===== src/reg_domain_defines.vh =====
`ifndef REG_DOMAIN_DEFINES_VH
`define REG_DOMAIN_DEFINES_VH

// Domain state codes, one-hot.
`define DOM_GLOBAL        4'h1
`define DOM_US            4'h2
`define DOM_EUROPE        4'h4
`define DOM_LOCKED        4'h8

// Domain output encoding.
`define DOMAIN_CODE_GLOBAL 2'h0
`define DOMAIN_CODE_US     2'h1
`define DOMAIN_CODE_EUROPE 2'h2
`define DOMAIN_CODE_LOCKED 2'h3

// Scan sequencer states, one-hot.
`define SEQ_START         3'h1
`define SEQ_SCAN          3'h2
`define SEQ_WAIT          3'h4

// Non-US result count that selects the European domain.
`define EUROPE_THRESHOLD  2'h3

// Highest permitted channels.
`define CHAN_MAX_NARROW   4'hb
`define CHAN_MAX_WIDE     4'hd
`define CHAN_MASK_NARROW  13'h07ff
`define CHAN_MASK_WIDE    13'h1fff

// MAC address low-bit selectors.
`define MAC_SEL_WIRELESS  2'h0
`define MAC_SEL_WIRED     2'h1

// Rescan interval: one hour in seconds, clock 200 MHz.
`define RESCAN_SECONDS    64'd3600
`define CLOCK_HZ          64'd200000000

`endif


===== src/regulatory_domain_selector.v =====
`timescale 1ns/1ps
`include "reg_domain_defines.vh"

module regulatory_domain_selector #(
    parameter [63:0] RESCAN_CYCLES = `RESCAN_SECONDS * `CLOCK_HZ,
    parameter [47:0] MAC_BASE      = 48'h0a0b0c000000
) (
    input  wire        mclk,
    input  wire        resetn,
    input  wire        ap_mode,
    input  wire        force_global,
    input  wire        scan_done,
    input  wire        beacon_valid,
    input  wire        beacon_has_country,
    input  wire        beacon_is_us,
    input  wire [3:0]  beacon_rate,
    input  wire [3:0]  beacon_chan_count,
    input  wire [7:0]  beacon_rssi,
    input  wire [7:0]  beacon_max_power,
    output reg         scan_active,
    output reg         tx_inhibit,
    output reg  [1:0]  domain,
    output reg  [3:0]  max_channel,
    output reg  [12:0] channel_mask,
    output reg         list_filtered,
    output reg  [7:0]  best_rssi,
    output reg  [7:0]  best_max_power,
    output reg  [3:0]  best_rate,
    output reg  [3:0]  best_chan_count,
    output reg         best_is_us,
    output reg  [47:0] mac_wireless,
    output reg  [47:0] mac_wired
);

    reg [3:0]  dom_reg;
    reg [3:0]  dom_next;
    reg [2:0]  seq_reg;
    reg [63:0] timer_reg;
    reg [1:0]  nonus_count_reg;
    reg        us_seen_reg;
    reg        scans_done_reg;
    reg        first_done_reg;
    reg        best_valid_reg;

    // Pin inputs other than resetn pass two flip-flops first.
    reg  [29:0] in_meta;
    reg  [29:0] in_sync;
    wire [29:0] in_raw = {ap_mode, force_global, scan_done, beacon_valid,
                          beacon_has_country, beacon_is_us, beacon_rate,
                          beacon_chan_count, beacon_rssi, beacon_max_power};
    always @(posedge mclk) begin
        if (!resetn) begin
            in_meta <= 30'h0;
            in_sync <= 30'h0;
        end else begin
            in_meta <= in_raw;
            in_sync <= in_meta;
        end
    end

    wire       s_ap_mode = in_sync[29];
    wire       s_force   = in_sync[28];
    wire       s_done    = in_sync[27];
    wire       s_valid   = in_sync[26];
    wire       s_country = in_sync[25];
    wire       s_us      = in_sync[24];
    wire [3:0] s_rate    = in_sync[23:20];
    wire [3:0] s_chans   = in_sync[19:16];
    wire [7:0] s_rssi    = in_sync[15:8];
    wire [7:0] s_power   = in_sync[7:0];

    wire scanning = seq_reg[2'd1];
    wire beacon_take = scanning && s_valid;
    wire scan_end = scanning && s_done;

    // Scan sequencer: startup scan, then one per hour.
    always @(posedge mclk) begin
        if (!resetn) begin
            seq_reg   <= `SEQ_START;
            timer_reg <= 64'h0;
        end else begin
            case (seq_reg)
                `SEQ_START: begin
                    seq_reg <= `SEQ_SCAN;
                end
                `SEQ_SCAN: begin
                    if (s_done) begin
                        seq_reg   <= `SEQ_WAIT;
                        timer_reg <= 64'h0;
                    end
                end
                `SEQ_WAIT: begin
                    if (timer_reg >= RESCAN_CYCLES - 64'h1) begin
                        seq_reg   <= `SEQ_SCAN;
                        timer_reg <= 64'h0;
                    end else begin
                        timer_reg <= timer_reg + 64'h1;
                    end
                end
                default: begin
                    seq_reg <= `SEQ_START;
                end
            endcase
        end
    end

    // Evidence gathered across scans.
    always @(posedge mclk) begin
        if (!resetn) begin
            nonus_count_reg <= 2'h0;
            us_seen_reg     <= 1'b0;
            scans_done_reg  <= 1'b0;
        end else if (beacon_take && s_country) begin
            if (s_us) begin
                us_seen_reg <= 1'b1;
            end else if (nonus_count_reg != `EUROPE_THRESHOLD) begin
                nonus_count_reg <= nonus_count_reg + 2'h1;
            end
        end else if (scan_end) begin
            scans_done_reg <= 1'b1;
        end
    end

    wire saw_us    = us_seen_reg || (beacon_take && s_country && s_us);
    wire saw_nonus = (nonus_count_reg != 2'h0) || (beacon_take && s_country && !s_us);

    // Domain decision, taken at each scan end; force_global returns it to global in any cycle unless it is locked.
    always @* begin
        dom_next = dom_reg;
        case (dom_reg)
            `DOM_GLOBAL, `DOM_US, `DOM_EUROPE: begin
                if (s_force) begin
                    dom_next = `DOM_GLOBAL;
                end else if (scan_end) begin
                    if (saw_us && saw_nonus) begin
                        dom_next = `DOM_LOCKED;
                    end else if (saw_us) begin
                        dom_next = `DOM_US;
                    end else if (nonus_count_reg == `EUROPE_THRESHOLD) begin
                        dom_next = `DOM_EUROPE;
                    end
                end
            end
            `DOM_LOCKED: begin
                dom_next = `DOM_LOCKED;
            end
            default: begin
                dom_next = `DOM_GLOBAL;
            end
        endcase
    end

    always @(posedge mclk) begin
        if (!resetn) begin
            dom_reg        <= `DOM_GLOBAL;
            first_done_reg <= 1'b0;
        end else begin
            dom_reg <= dom_next;
            if (scan_end) begin
                first_done_reg <= 1'b1;
            end
        end
    end

    // Best access point by signal strength; its domain follows.
    always @(posedge mclk) begin
        if (!resetn) begin
            best_valid_reg  <= 1'b0;
            best_rssi       <= 8'h00;
            best_max_power  <= 8'h00;
            best_rate       <= 4'h0;
            best_chan_count <= 4'h0;
            best_is_us      <= 1'b0;
        end else if (beacon_take && (!best_valid_reg || s_rssi > best_rssi)) begin
            best_valid_reg  <= 1'b1;
            best_rssi       <= s_rssi;
            best_max_power  <= s_power;
            best_rate       <= s_rate;
            best_chan_count <= s_chans;
            best_is_us      <= s_country && s_us;
        end
    end

    // Channel list, mode limit and scan status.
    wire wide = dom_reg[2] && first_done_reg && !s_ap_mode;
    always @(posedge mclk) begin
        if (!resetn) begin
            scan_active   <= 1'b0;
            tx_inhibit    <= 1'b0;
            domain        <= `DOMAIN_CODE_GLOBAL;
            max_channel   <= `CHAN_MAX_NARROW;
            channel_mask  <= `CHAN_MASK_NARROW;
            list_filtered <= 1'b0;
            mac_wireless  <= 48'h0;
            mac_wired     <= 48'h0;
        end else begin
            scan_active   <= scanning;
            tx_inhibit    <= scanning && !s_ap_mode;
            list_filtered <= first_done_reg;
            case (dom_reg)
                `DOM_US:     domain <= `DOMAIN_CODE_US;
                `DOM_EUROPE: domain <= `DOMAIN_CODE_EUROPE;
                `DOM_LOCKED: domain <= `DOMAIN_CODE_LOCKED;
                default:     domain <= `DOMAIN_CODE_GLOBAL;
            endcase
            if (wide) begin
                max_channel  <= `CHAN_MAX_WIDE;
                channel_mask <= `CHAN_MASK_WIDE;
            end else begin
                max_channel  <= `CHAN_MAX_NARROW;
                channel_mask <= `CHAN_MASK_NARROW;
            end
            mac_wireless <= {MAC_BASE[47:2], `MAC_SEL_WIRELESS};
            mac_wired    <= {MAC_BASE[47:2], `MAC_SEL_WIRED};
        end
    end

endmodule // regulatory_domain_selector


===== config.mk =====
export PLATFORM = sky130hd
export DESIGN_NAME = regulatory_domain_selector
export DESIGN_NICKNAME = d
export VERILOG_FILES = /design/src/regulatory_domain_selector.v
export VERILOG_INCLUDE_DIRS = /design/src /design/src/src
export SDC_FILE = /design/constraint.sdc
export NUM_CORES = 1
export LEC_CHECK = 0
export ABC_AREA = 1
export BUFFER_PORTS_ARGS = -buffer_cell sky130_fd_sc_hd__buf_4
export CAP_MARGIN = 30
export CORE_ASPECT_RATIO = 0.7
export CORE_UTILIZATION = 49
export CTS_CLUSTER_DIAMETER = 60
export DETAILED_ROUTE_END_ITERATION = 12
export MAX_ROUTING_LAYER = met4
export PLACE_DENSITY_LB_ADDON = 0.3
export RECOVER_POWER = 100
export SLEW_MARGIN = 20
export SYNTH_ARGS = -nofsm -noshare
export SYNTH_HDL_FRONTEND = slang
export SYNTH_SLANG_ARGS = --single-unit

===== constraint.sdc =====
create_clock -name mclk -period 1.6 [get_ports mclk]
set_input_delay 0.4 -clock mclk [delete_from_list [all_inputs] [get_ports mclk]]
set_output_delay 0.4 -clock mclk [all_outputs]
set_load 0.01 [all_outputs]

==> implementation parameters <==
Parameter                              Value

Worst hold path
  Cell depth of the worst hold path ... 3
  HP Start ... beacon_rate[0]
  Capture endpoint of the worst hold path ... in_meta[20]$_SDFF_PN0_
  Hold Crit Class ... in2reg

Setup path
  Max stage delay on crit path ... 0.35 ns
  Endpoint arrival time on the critical path ... 2.08 ns
  Required arrival time at the worst endpoint ... 1.93 ns
  Launch instance of the worst register-to-register path ... best_rssi[5]$_SDFFE_PN0P_
  Register-to-Register Path Depth ... 12
  Endpoint type of the worst setup path ... flop
  Most common cell on crit path ... nand2_2
  Reg-to-Reg End ... best_max_power[7]$_SDFFE_PN0P_
  Worst Setup Path Type ... reg2reg
  Kind of launch point of the worst setup path ... flop
  Maximum fanout count along the critical path ... 6
  Crit-path slowest cell ... dfxtp_2
  Setup slack on the worst flop-to-flop path ... -0.15 ns
  Critical path cell sequence ... inv_2, ha_4, nand2_2, nor2_4, nand2_1, nand2_1, nand2_2, nand2_4, buf_12, nand2_8, nand2_2, a21oi_1

Drt
  Via count normalized by instance count ... 4.90
  Number of antenna-violating nets in the routed design ... 0
  DRC marker count from the first detailed-route iteration ... 650
  Detail-routed net length per standard cell ... 14.1 µm
  Via count ... 7,307
  1st-pass router iterations ... 5
  Total Wirelength ... 21,100 µm
  DR DRC count ... 0

Power and ir drop
  Max rail drop VDD ... 0.000576 V
  Leakage ... 4.92 nW
  Total power of the final layout ... 0.00926 W
  Cell Pwr Density ... 864 nW/µm²

Clock network
  CTS tree ... built
  Maximum buffer depth of the clock tree ... 2
  CTS buffer count ... 17
  Clk root buf ... clkbuf_16
  Total number of H-tree levels ... 4
  Clock Sinks ... 169
  Worst skew pair latency ... 0.44 ns
  Clk pin slew, worst setup/hold paths ... 0.08 ns

Yosys
  Cell taking the most area after synthesis ... dfxtp_1
  Share of synthesized area occupied by flip-flops and latches ... 42.6%
  Mean post-synth cell area ... 7.11 µm²
  Dominant synthesized flop cell ... dfxtp_1
  Cell types occupying the most area after synthesis ... dfxtp_1 (43%), nand2_1 (12%), buf_4 (10%)
  Instance count of the mapped netlist ... 1,118
  Yosys warning count ... 0
  Commonest cells in the netlist ... nand2_1 (263), dfxtp_1 (169), inv_1 (162)
  Number of distinct library cells after synthesis ... 32
  Netlist area before placement ... 7950 µm²
  Count of state elements after synthesis ... 169
  Number of flops mapped to enable cells by yosys ... 0
  Portion of synthesized cell area occupied by the leading cell type ... 42.6%
  Most repeated cell in the gate-level netlist after synthesis ... nand2_1
  Asr flop ratio synth ... 0%

Floorplan
  Initial core utilization ... 50.7%
  I/O pins ... 175
  Die boundary height ... 109 µm
  Site row count ... 38
  Area of the core ... 15,700 µm²
  Die ar. ... 16,700 µm²
  Die width ... 154 µm

Global routing
  Global-route wire length before repair ... 29,600 µm
  Overall overflow remaining after global route ... 0
  Number of antenna violations at the first check in global routing ... 0
  Via count of the first global-routing pass ... 6,005
  Pin count of the biggest net entering global routing ... 42
  Global-route usage over all layers ... 23.3%

Final layout
  Number of fill cells in the layout ... 1,234
  Layout area overhead ... 34.9%
  Count of non-filler cells in the finished layout ... 1,490
  Fraction of layout instances using a drive strength above 1 ... 34.2%
  Final core occ ... 68.3%
  Antenna Cells ... 0
  Reg area ... 3430 µm²
  Net total in the final layout ... 1,320
  Total area of multi-input combinational cells ... 4200 µm²
  Max FFs per register ... 64

Placed design
  Placed insts ... 1,435
  Total of buffers placed on input and output ports ... 80
  HPWL Detailed ... 12,700 µm
  Routability congestion estimate ... 0.972

Timing
  Headroom to the max-slew limit ... 21.2%
  Share of the clock period used by the worst path ... 110%
  Fin worst setup slack ... -0.153 ns
  Worst-Margin Slew ... 1.18 ns
  Maximum clock skew at final layout ... 0.0130 ns
  Post-layout min period ... 1.75 ns
  Number of failing hold endpoints at the final stage ... 0
  Number of max-slew violations in the final report ... 0
  Final count of negative-setup-slack endpoints ... 47
  Setup repair after global routing missed its margin ... true
  Tightest hold margin ... 0.130 ns
  Highest clock frequency the design can meet ... 570 MHz

Run status
  Run status ... complete, but fails checks
  Violated checks ... negative setup slack

Run
  Max_cap viols ... 0
==> layout make-up <==
| cell class | count | share of cell area, % |
|---|---|---|
| Clock buffer | 17 | 3.97 |
| Clock inverter | 15 | 2.02 |
| Inverter | 165 | 5.78 |
| Multi-Input combinational cell | 735 | 39.1 |
| Sequential cell | 169 | 32.0 |
| Tap cell | 200 | 2.33 |
| Timing Repair Buffer | 189 | 14.8 |
==> how the worst max path moves through the flow <==
stage / cells after the start / endpoint / from
after detailed placement: 10 / best_rssi[1]$_SDFFE_PN0P_ / best_rssi[5]$_SDFFE_PN0P_
after floorplan: 12 / best_rssi[1]$_SDFFE_PN0P_ / best_rssi[7]$_SDFFE_PN0P_
after CTS: 12 / best_rssi[0]$_SDFFE_PN0P_ / best_rssi[1]$_SDFFE_PN0P_
after global placement: 10 / timer_reg[20]$_SDFFE_PN0P_ / timer_reg[9]$_SDFFE_PN0P_
after global routing: 11 / best_rssi[1]$_SDFFE_PN0P_ / best_rssi[5]$_SDFFE_PN0P_
final: 12 / best_max_power[7]$_SDFFE_PN0P_ / best_rssi[5]$_SDFFE_PN0P_
==> power breakdown <==
group          internal, W  switching (W)  leakage (nW)
clock              0.00217        0.00210         0.305
combinational     0.000240       0.000399          3.22
sequential         0.00430      0.0000471          1.39
total              0.00671        0.00255          4.92
==> stage by stage <==
stage	TNS, ns	cell area [µm²]	setup WS, ns
2_1_floorplan	0	8350	0.000720
3_3_place_gp	-1.43	8880	-0.0701
3_5_place_dp	-3.08	8880	-0.106
4_1_cts	-0.990	9900	-0.0580
5_1_grt	-8.69	10700	-0.196
6_report	-4.77	10700	-0.153
==> cell families (layout without fill, tap and decap cells) <==
| kind of cell | count (synthesis) | count (layout) | synth area share, % |
|---|---|---|---|
| AOI/OAI and AO/OA | 78 | 78 | 5.13 |
| xor gates and xnor gates | 21 | 21 | 2.31 |
| adders and majority gates | 11 | 11 | 1.73 |
| buffers and inverters | 309 | 386 | 20.1 |
| DFF | 169 | 169 | 42.6 |
| other | 2 | 94 | 0.0945 |
| and+or+nand+nor | 528 | 531 | 28.1 |
==> cell usage in the layout, fill, tap and decap left out, types with 23 or more instances in the layout <==
| cell | n |
|---|---|
| nand2_1 | 209 |
| a21oi_1 | 38 |
| nor2_1 | 65 |
| nand3_1 | 70 |
| dfxtp_2 | 38 |
| nand2_2 | 45 |
| inv_1 | 148 |
| buf_4 | 157 |
| nor2_2 | 35 |
| nor2_4 | 31 |
| conb_1 | 94 |
| nor3_1 | 23 |
| dfxtp_1 | 131 |
==> what timing repair did <==
action,4_1_cts,5_1_grt
setup buffers,3,12
hold buffers,0,0
pin swaps,20,43
endpoints found under the setup margin,82,72
resized for setup,75,202
gates cloned,4,4
==> routing by layer <==
metal	track usage [%]	vias to the layer above	share of wire (%)
li1	-	3575	-
met1	33.5	3407	47
met2	32.6	298	45
met3	4.45	27	6.8
met4	7.36	0	1.3
met5	-	-	0
==> critical path: cells and delay by family (launching register included) <==
kind	cells	cell delay (ns)
compound gates	1	0.06
fa+ha+maj	1	0.27
buf+inv	2	0.24
flops	1	0.35
simple gates	8	0.73
(Power assumes the default switching activity.)
